<file path="src/common/mmc_params.svh">
// Constants for the memory controller mode control register block.
// Included by the package and the design; definitions only.
`ifndef MMC_PARAMS_SVH
`define MMC_PARAMS_SVH

// ----------------------------------------
// Bit positions in the register word
// ----------------------------------------
`define MMC_B_FDM        15
`define MMC_B_FDM2       14
`define MMC_B_CACHE_SLOW 13
`define MMC_B_TIMER_LONG 12
`define MMC_B_SOFT_LOG   11
`define MMC_B_EPR_HI     10
`define MMC_B_EPR_LO     9
`define MMC_B_REFRESH    8
`define MMC_B_NO_ERR_DET 7
`define MMC_B_NO_PAGE    6
`define MMC_B_FLUSH      5
`define MMC_B_FORCE_HIT  4
`define MMC_B_FORCE_PAR  3

// ----------------------------------------
// Reset values and timing
// ----------------------------------------
`define MMC_CTL_RESET    12'h000
`define MMC_CLK_MHZ      250
`define MMC_EPR_T11_NS   1500
`define MMC_EPR_T10_NS   12000
`define MMC_EPR_T01_NS   32000
`define MMC_EPR_T00_NS   910000
`define MMC_EPR_W        18
`define MMC_EPR_11       2'h3
`define MMC_EPR_10       2'h2
`define MMC_EPR_01       2'h1

`endif

</file>
<file path="src/common/mmc_pkg.sv">
// Types shared by the mode control register block.
// Assumes mmc_params.svh sits on the include path.
`include "mmc_params.svh"

package mmc_pkg;

    // Writable mode bits, most significant register bit first
    typedef struct packed {
        logic fast_diagnostic_mode;
        logic fdm2;
        logic cache_slow;
        logic timer_long;
        logic soft_log;
        logic [1:0] epr_scale;
        logic no_err_det;
        logic no_page;
        logic flush;
        logic force_hit;
        logic force_par;
    } mmc_ctl_t;

    // Register access request
    typedef struct packed {
        logic req;
        logic write;
        logic [31:0] wdata;
    } mmc_acc_t;

    // Response sequencer states
    typedef enum logic [1:0] {
        MMC_ST_IDLE  = 2'b00,
        MMC_ST_FLUSH = 2'b01,
        MMC_ST_SLOW  = 2'b10
    } mmc_state_t;

endpackage

</file>
<file path="src/hw/mmc_mode_ctrl.sv">
// Mode control and diagnostic status register, bits 15 to 3, with their effects.
// Assumes every event input is a one-cycle pulse from logic on sys_clk.
//
// Summary of operation
// - Fast diagnostic bit drives mode select bit one
// - Second pass bit acts only with diagnostic bit
// - Slow cache bit adds one response cycle
// - Timer select lengthens system interface timers
// - Logging off: correct, no irq, flag lost
// - Logging on: correct, interrupt, log, set status
// - Prescaler picks slow register timeout limit
// - Refresh flag set on refresh, read clears
// - Detection disabled: no correction, log, report
// - Page mode off closes row every transaction
// - Writing flush starts flush, withholds ready
// - Only a write carrying flush stalls until empty
// - Forced hit drains write queues before reads
// - Forced parity inverts both parity checkers
// - System bus I/O parity always ignored
// - Read/write bits cleared by reset
`timescale 1ns/1ns
`default_nettype none
`include "mmc_params.svh"

module mmc_mode_ctrl #(
    parameter int unsigned EPR_CYC_01 = `MMC_EPR_T01_NS * `MMC_CLK_MHZ / 1000,
    parameter int unsigned EPR_CYC_00 = `MMC_EPR_T00_NS * `MMC_CLK_MHZ / 1000
) (
    // Clock and reset
    input wire logic sys_clk,
    input wire logic resetn,
    // Register access port
    input wire mmc_pkg::mmc_acc_t acc,
    output logic [31:0] acc_rdata,
    output logic acc_ready,
    // Queue and memory sequencer status
    input wire logic queues_empty,
    input wire logic refresh_selected,
    input wire logic row_open_req,
    input wire logic mem_busy,
    // Slow register transactions
    input wire logic epr_start,
    input wire logic epr_done,
    // Error and parity events
    input wire logic mem_corr_err,
    input wire logic mem_hard_err,
    input wire logic mem_rd_err,
    input wire logic dma_err,
    input wire logic sys_par_raw,
    input wire logic sys_io_txn,
    input wire logic per_par_raw,
    // Mode outputs
    output logic [1:0] mode_select_out,
    output logic fdm_second_pass,
    output logic timer_count_long,
    output logic flush_start,
    output logic force_hit,
    output logic row_strobe_timing,
    output logic epr_timeout,
    // Error outputs
    output logic ecc_correct_en,
    output logic err_log,
    output logic status_logged_set,
    output logic status_lost_set,
    output logic soft_error_interrupt_n,
    output logic hard_error_interrupt_n,
    output logic bus_error_n,
    output logic peripheral_error_n,
    output logic sys_par_err,
    output logic per_par_err
);

    // ----------------------------------------
    // Timeout limits
    // ----------------------------------------
    localparam logic [`MMC_EPR_W-1:0] EPR_LIM_11 = `MMC_EPR_W'(`MMC_EPR_T11_NS * `MMC_CLK_MHZ / 1000);
    localparam logic [`MMC_EPR_W-1:0] EPR_LIM_10 = `MMC_EPR_W'(`MMC_EPR_T10_NS * `MMC_CLK_MHZ / 1000);

    mmc_pkg::mmc_ctl_t ctl_q, ctl_d;
    mmc_pkg::mmc_state_t st_q, st_d;
    logic refresh_q;
    logic [`MMC_EPR_W-1:0] epr_cnt_q;
    logic epr_run_q;

    // ----------------------------------------
    // Access decode
    // ----------------------------------------
    // A request is taken only while the sequencer is idle and no answer is out
    wire take = acc.req && st_q == mmc_pkg::MMC_ST_IDLE && !acc_ready;
    wire take_wr = take && acc.write;
    wire take_rd = take && !acc.write;
    wire wr_flush = acc.wdata[`MMC_B_FLUSH];
    wire [31:0] read_word = {16'h0000, ctl_q.fast_diagnostic_mode, ctl_q.fdm2, ctl_q.cache_slow, ctl_q.timer_long,
                             ctl_q.soft_log, ctl_q.epr_scale, refresh_q, ctl_q.no_err_det,
                             ctl_q.no_page, ctl_q.flush, ctl_q.force_hit, ctl_q.force_par, 3'h0};
    wire det_on = !ctl_q.no_err_det;

    // Next value of the writable bits
    assign ctl_d = take_wr ? {acc.wdata[`MMC_B_FDM:`MMC_B_EPR_LO],
                              acc.wdata[`MMC_B_NO_ERR_DET:`MMC_B_FORCE_PAR]} : ctl_q;

    // ----------------------------------------
    // Response sequencer
    // ----------------------------------------
    // Flush wait ignores the cycle of the start pulse, so a stale empty cannot answer early
    wire flush_done = queues_empty && !flush_start;
    always_comb begin
        st_d = st_q;
        unique case (st_q)
            mmc_pkg::MMC_ST_IDLE: begin
                if (take_wr && wr_flush) begin
                    st_d = mmc_pkg::MMC_ST_FLUSH;
                end else if (take && ctl_q.cache_slow) begin
                    st_d = mmc_pkg::MMC_ST_SLOW;
                end
            end
            mmc_pkg::MMC_ST_FLUSH: begin
                if (flush_done) begin
                    st_d = ctl_q.cache_slow ? mmc_pkg::MMC_ST_SLOW : mmc_pkg::MMC_ST_IDLE;
                end
            end
            mmc_pkg::MMC_ST_SLOW: begin
                st_d = mmc_pkg::MMC_ST_IDLE;
            end
            default: begin
                st_d = mmc_pkg::MMC_ST_IDLE;
            end
        endcase
    end
    wire respond = (take && !(acc.write && wr_flush) && !ctl_q.cache_slow)
                || (st_q == mmc_pkg::MMC_ST_FLUSH && flush_done && !ctl_q.cache_slow)
                || st_q == mmc_pkg::MMC_ST_SLOW;

    // Register state, cleared by reset
    always_ff @(posedge sys_clk or negedge resetn) begin
        if (!resetn) begin
            ctl_q <= `MMC_CTL_RESET;
            st_q <= mmc_pkg::MMC_ST_IDLE;
            acc_ready <= 1'b0;
            acc_rdata <= 32'h0000_0000;
            flush_start <= 1'b0;
        end else begin
            ctl_q <= ctl_d;
            st_q <= st_d;
            acc_ready <= respond;
            acc_rdata <= take ? (acc.write ? 32'h0000_0000 : read_word) : acc_rdata;
            flush_start <= take_wr && wr_flush;
        end
    end

    // ----------------------------------------
    // Refresh flag
    // ----------------------------------------
    // A refresh in the same cycle as the clearing read wins, so it is not lost
    always_ff @(posedge sys_clk or negedge resetn) begin
        if (!resetn) begin
            refresh_q <= 1'b0;
        end else begin
            refresh_q <= refresh_selected || (refresh_q && !take_rd);
        end
    end

    // ----------------------------------------
    // Slow register timeout
    // ----------------------------------------
    wire [`MMC_EPR_W-1:0] epr_lim = ctl_q.epr_scale == `MMC_EPR_11 ? EPR_LIM_11 :
                                    ctl_q.epr_scale == `MMC_EPR_10 ? EPR_LIM_10 :
                                    ctl_q.epr_scale == `MMC_EPR_01 ? `MMC_EPR_W'(EPR_CYC_01) :
                                    `MMC_EPR_W'(EPR_CYC_00);
    wire epr_hit = epr_run_q && !epr_done && epr_cnt_q == epr_lim - `MMC_EPR_W'(1);
    always_ff @(posedge sys_clk or negedge resetn) begin
        if (!resetn) begin
            epr_cnt_q <= '0;
            epr_run_q <= 1'b0;
            epr_timeout <= 1'b0;
        end else begin
            epr_run_q <= epr_start || (epr_run_q && !epr_done && !epr_hit);
            epr_cnt_q <= epr_start ? '0 : epr_cnt_q + `MMC_EPR_W'(1);
            epr_timeout <= epr_hit;
        end
    end

    // ----------------------------------------
    // Mode and error outputs
    // ----------------------------------------
    // Everything leaves through a flop; interrupt, bus and peripheral error pins are active-low one-cycle pulses, parity errors active-high
    always_ff @(posedge sys_clk or negedge resetn) begin
        if (!resetn) begin
            mode_select_out <= 2'h0;
            fdm_second_pass <= 1'b0;
            timer_count_long <= 1'b0;
            force_hit <= 1'b0;
            row_strobe_timing <= 1'b0;
            ecc_correct_en <= 1'b0;
            err_log <= 1'b0;
            status_logged_set <= 1'b0;
            status_lost_set <= 1'b0;
            soft_error_interrupt_n <= 1'b1;
            hard_error_interrupt_n <= 1'b1;
            bus_error_n <= 1'b1;
            peripheral_error_n <= 1'b1;
            sys_par_err <= 1'b0;
            per_par_err <= 1'b0;
        end else begin
            mode_select_out <= {ctl_q.fast_diagnostic_mode, 1'b0};
            fdm_second_pass <= ctl_q.fast_diagnostic_mode && ctl_q.fdm2;
            timer_count_long <= ctl_q.timer_long;
            force_hit <= ctl_q.force_hit;
            row_strobe_timing <= row_open_req && (mem_busy || !ctl_q.no_page);
            ecc_correct_en <= det_on;
            err_log <= det_on && ((mem_corr_err && ctl_q.soft_log) || mem_hard_err
                                  || mem_rd_err || dma_err);
            status_logged_set <= det_on && mem_corr_err && ctl_q.soft_log;
            status_lost_set <= det_on && mem_corr_err && !ctl_q.soft_log;
            soft_error_interrupt_n <= !(det_on && mem_corr_err && ctl_q.soft_log);
            hard_error_interrupt_n <= !(det_on && mem_hard_err);
            bus_error_n <= !(det_on && mem_rd_err);
            peripheral_error_n <= !(det_on && dma_err);
            sys_par_err <= !sys_io_txn && (sys_par_raw ^ ctl_q.force_par);
            per_par_err <= per_par_raw ^ ctl_q.force_par;
        end
    end
endmodule
`default_nettype wire

</file>
<file path="config.mk">
export PLATFORM = sky130hd
export DESIGN_NAME = mmc_mode_ctrl
export DESIGN_NICKNAME = d
export VERILOG_FILES = /design/src/common/mmc_pkg.sv /design/src/hw/mmc_mode_ctrl.sv
export VERILOG_INCLUDE_DIRS = /design/src /design/src/common
export SDC_FILE = /design/constraint.sdc
export NUM_CORES = 1
export LEC_CHECK = 0
export BUFFER_PORTS_ARGS = -buffer_cell sky130_fd_sc_hd__buf_2
export CAP_MARGIN = 10
export CORE_AREA = 2 2 85 87
export CTS_BUF_LIST = sky130_fd_sc_hd__clkbuf_4
export DETAILED_ROUTE_END_ITERATION = 10
export DIE_AREA = 0 0 87 89
export GPL_TIMING_DRIVEN = 0
export PLACE_DENSITY = 0.74
export REMOVE_ABC_BUFFERS = 1
export SLEW_MARGIN = 20
export SYNTH_ARGS = -nofsm -noshare
export SYNTH_HDL_FRONTEND = slang
export SYNTH_SLANG_ARGS = --single-unit
</file>
<file path="constraint.sdc">
create_clock -name sys_clk -period 2.3 [get_ports sys_clk]
set_input_delay 0.345 -clock sys_clk [delete_from_list [all_inputs] [get_ports sys_clk]]
set_output_delay 0.345 -clock sys_clk [all_outputs]
set_load 0.01 [all_outputs]
</file>
==> parameters.txt <==
Parameter                              Value

Placed design
  HPWL after detailed placement    4001 um
  Global placement routability congestion    0.7845
  Count of port buffers added during placement    59
  Cell area reported after detailed placement    0.003259 sq mm

Pwr
  Ratio of total power to cell area    1014 mW/mm^2
  Leakage power figure    1.688 nW
  Maximum vdd drop    0.0005841 V

Worst setup path
  R2R depth    3
  Count of buffering cells on the critical path with inverters included    0
  Endpoint required time on the critical path    2590 ps
  Worst-path cell with the longest stage delay    sky130_fd_sc_hd__or4b_4
  Sort of element at the end of the critical path    register
  Setup slack on the worst flop-to-flop path    200 ps
  CP Data Arrival Time    2390 ps
  Maximum fanout along the worst path    29
  Startpoint types    register
  Delay of the slowest cell on the worst path    700 ps
  Classification of the worst setup path    register to register
  Critical register-to-register path endpoint    ctl_q[8]
  Family of cells with the greatest summed delay on the critical path    simple AND/OR/NAND/NOR gates
  Cells along the critical path    or4b_4 -> or2_2 -> mux2_4
  Reg2reg start    st_q[1]

Layout
  Number of fill cells in the layout    626
  Relative area change from synthesis to final layout    14.75%
  Fin util    0.5071
  Fraction of layout cells with a size suffix above 1    0.2765
  Count of nets after finishing    391
  Area of all sequential standard cells    0.001632 sq mm
  Final Cell Area    0.003407 sq mm
  Most common cell after layout, fill and taps aside    sky130_fd_sc_hd__dfrtp_1
  Top library cells by usage in the layout, fill and taps aside    sky130_fd_sc_hd__dfrtp_1, sky130_fd_sc_hd__buf_2, sky130_fd_sc_hd__nand2_1, sky130_fd_sc_hd__conb_1, sky130_fd_sc_hd__nor2_1
  Count of antenna diodes in the layout    0
  Multi-input gate area    0.001176 sq mm

Hold path
  Number of cells on the worst hold path    2
  Path type of the worst min-delay path    primary input to register
  Min-Delay Endpoint    sys_par_err
  Worst hold start    sys_io_txn

GRT
  Number of global-route vias before repair    1,999
  Antenna violations before repair    0
  Maximum number of pins on one net before global-route repair    35
  Gr usage total    0.1527
  GRT overflow    0
  Global-route wire length before repair    9066 um

Clocking
  Deepest clock path buffer count    2
  H-tree depth    3
  Clock transition time at the flip-flop clock pins of the worst setup and hold paths    100 ps
  Inserted Clock Buffers    9
  CTS tree    built
  Worst-skew pair later-pin latency    390 ps
  Clk sink count    65
  Master cell of the clock root buffer    sky130_fd_sc_hd__clkbuf_4

Logic synthesis
  Leading register cell type out of synthesis    sky130_fd_sc_hd__dfrtp_1
  Cell area after synthesis    0.002969 sq mm
  Synth top area cells    sky130_fd_sc_hd__dfrtp_1, sky130_fd_sc_hd__buf_4, sky130_fd_sc_hd__nand2_1
  Number of enable flip-flop cells after synthesis    0
  Post-synthesis cell count    273
  Post-synthesis register bit count    65
  Post-synth ARST share    1.000
  Portion of the post-synthesis area used by sequential elements    0.5495
  Total of warnings raised by yosys    0
  Library cell with the largest summed area after synthesis    sky130_fd_sc_hd__dfrtp_1
  Synth Area per Inst    10.88 sq um
  Number of unique standard cell types used by synthesis    39
  Yosys top cell area share    0.5141

Floorplanning
  Row Count    30
  Number of top-level pins    100
  Die Area    0.007743 sq mm
  Horizontal die dimension    87 um
  DIE HEIGHT    89 um
  Core Box Area    0.006719 sq mm
  Initial core utilization    0.4419

Timing
  RSZ-0062 raised after global routing    no
  Hold Violations, Final    0
  Post-Route Skew    7.935 ps
  Final max-slew violation count    0
  Timing-limited maximum frequency    475.9 MHz
  Worst slack on hold paths    87.16 ps
  Final period demand of the worst path    2101 ps
  Share of the clock period used by the worst path after layout    0.9136
  Setup violators final    0

Flow run
  Number of violations of the max-capacitance limit    0

Run status
  Status    completed

Route
  Detailed Route Iter0 Violations    87
  Count of antenna-violating nets left after detailed routing    0
  Number of iterations in the first detailed-routing pass    4
  Total vias in the final route    2,066
  Number of remaining DRC errors    0
  Drt via density    4.919
  Final routed wirelength across all metal layers    5533 um
  Final routed wire length divided by cell count    13.17 um
worst max path at each step:
stage	startpoint	end	slack, ps	cells past startpoint
floorplan	st_q[0]	ctl_q[10]	120	3
global placement	st_q[1]	ctl_q[7]	-130	3
detailed placement	st_q[1]	ctl_q[7]	-190	3
CTS	st_q[1]	ctl_q[8]	200	3
global route	ctl_q[6]	epr_timeout	100	6
finish	st_q[1]	ctl_q[8]	200	3
stage by stage:
stage                     TNS [ps]  setup slack [ps]  cells  total power, mW
final                            0             198.8    420            3.455
after global routing             0             99.51    420            3.705
after CTS                        0             196.6    420            3.510
after detailed placement     -2065            -185.4    403            2.746
after global placement       -1379            -134.2    402            2.692
after floorplan                  0             116.9    263            2.329
flip-flops by register name (all words and copies together) (netlist names), 2 cells and up:
register / flops
ctl_q: 12
epr_cnt_q: 18
acc_rdata: 13
st_q: 2
synthesized netlist by cell type (2+ instances only):
| master | count |
|---|---|
| sky130_fd_sc_hd__xnor2_1 | 10 |
| sky130_fd_sc_hd__o21ai_0 | 12 |
| sky130_fd_sc_hd__buf_6 | 2 |
| sky130_fd_sc_hd__nand2_1 | 37 |
| sky130_fd_sc_hd__a21o_1 | 2 |
| sky130_fd_sc_hd__mux2_4 | 7 |
| sky130_fd_sc_hd__nand3_1 | 8 |
| sky130_fd_sc_hd__dfrtp_1 | 61 |
| sky130_fd_sc_hd__nor2_1 | 18 |
| sky130_fd_sc_hd__dfstp_2 | 4 |
| sky130_fd_sc_hd__nor2b_1 | 4 |
| sky130_fd_sc_hd__o31ai_1 | 4 |
| sky130_fd_sc_hd__ha_1 | 7 |
| sky130_fd_sc_hd__clkbuf_1 | 7 |
| sky130_fd_sc_hd__or4_1 | 2 |
| sky130_fd_sc_hd__nor4_1 | 3 |
| sky130_fd_sc_hd__mux2_2 | 5 |
| sky130_fd_sc_hd__nor3_1 | 4 |
| sky130_fd_sc_hd__inv_1 | 10 |
| sky130_fd_sc_hd__xor2_1 | 12 |
| sky130_fd_sc_hd__nand4_1 | 7 |
| sky130_fd_sc_hd__buf_4 | 20 |
| sky130_fd_sc_hd__nand2b_1 | 3 |
| sky130_fd_sc_hd__o22ai_1 | 4 |
| sky130_fd_sc_hd__and4_1 | 3 |
| sky130_fd_sc_hd__and2_1 | 2 |
| sky130_fd_sc_hd__a21oi_1 | 3 |
kinds of logic after synthesis:
logic type / Yosys count / share of synthesized area
simple gates: 97 / 0.1589
flops: 65 / 0.5495
buf+inv: 39 / 0.07965
compound gates: 30 / 0.06195
xor+xnor: 22 / 0.06490
mux: 12 / 0.05436
fa+ha+maj: 7 / 0.02950
other cells: 1 / 0.001263
where the power goes:
group	internal, mW	switching (mW)	total, mW
clock network	0.362	0.381	0.743
logic	0.490	0.560	1.05
registers	1.47	0.196	1.66
total	2.32	1.14	3.46
layout make-up:
| cell class | instances | area share |
|---|---|---|
| Clock buffer | 12 | 0.02644 |
| Tap cell | 80 | 0.02938 |
| Multi-Input combinational cell | 188 | 0.3452 |
| Inverter | 10 | 0.01102 |
| Sequential cell | 65 | 0.4789 |
| Timing Repair Buffer | 61 | 0.09622 |
| Clock inverter | 4 | 0.01285 |
what timing repair did:
| action | CTS | global route |
|---|---|---|
| hold buffers | 1 | 0 |
| hold endpoints to repair | 29 | 0 |
| gates resized for setup | 2 | 0 |
| setup endpoints to repair | 14 | 0 |
| buffers inserted | 0 | 0 |
metal layers:
layer | GRT usage | up-vias | part of all wire
met5 | 0 | - | 0
met4 | 0.06818 | 0 | 0.013
met3 | 0.05355 | 10 | 0.076
met2 | 0.2353 | 68 | 0.47
met1 | 0.1953 | 985 | 0.44
li1 | - | 1003 | -
Power figures use the tool's default switching activity.
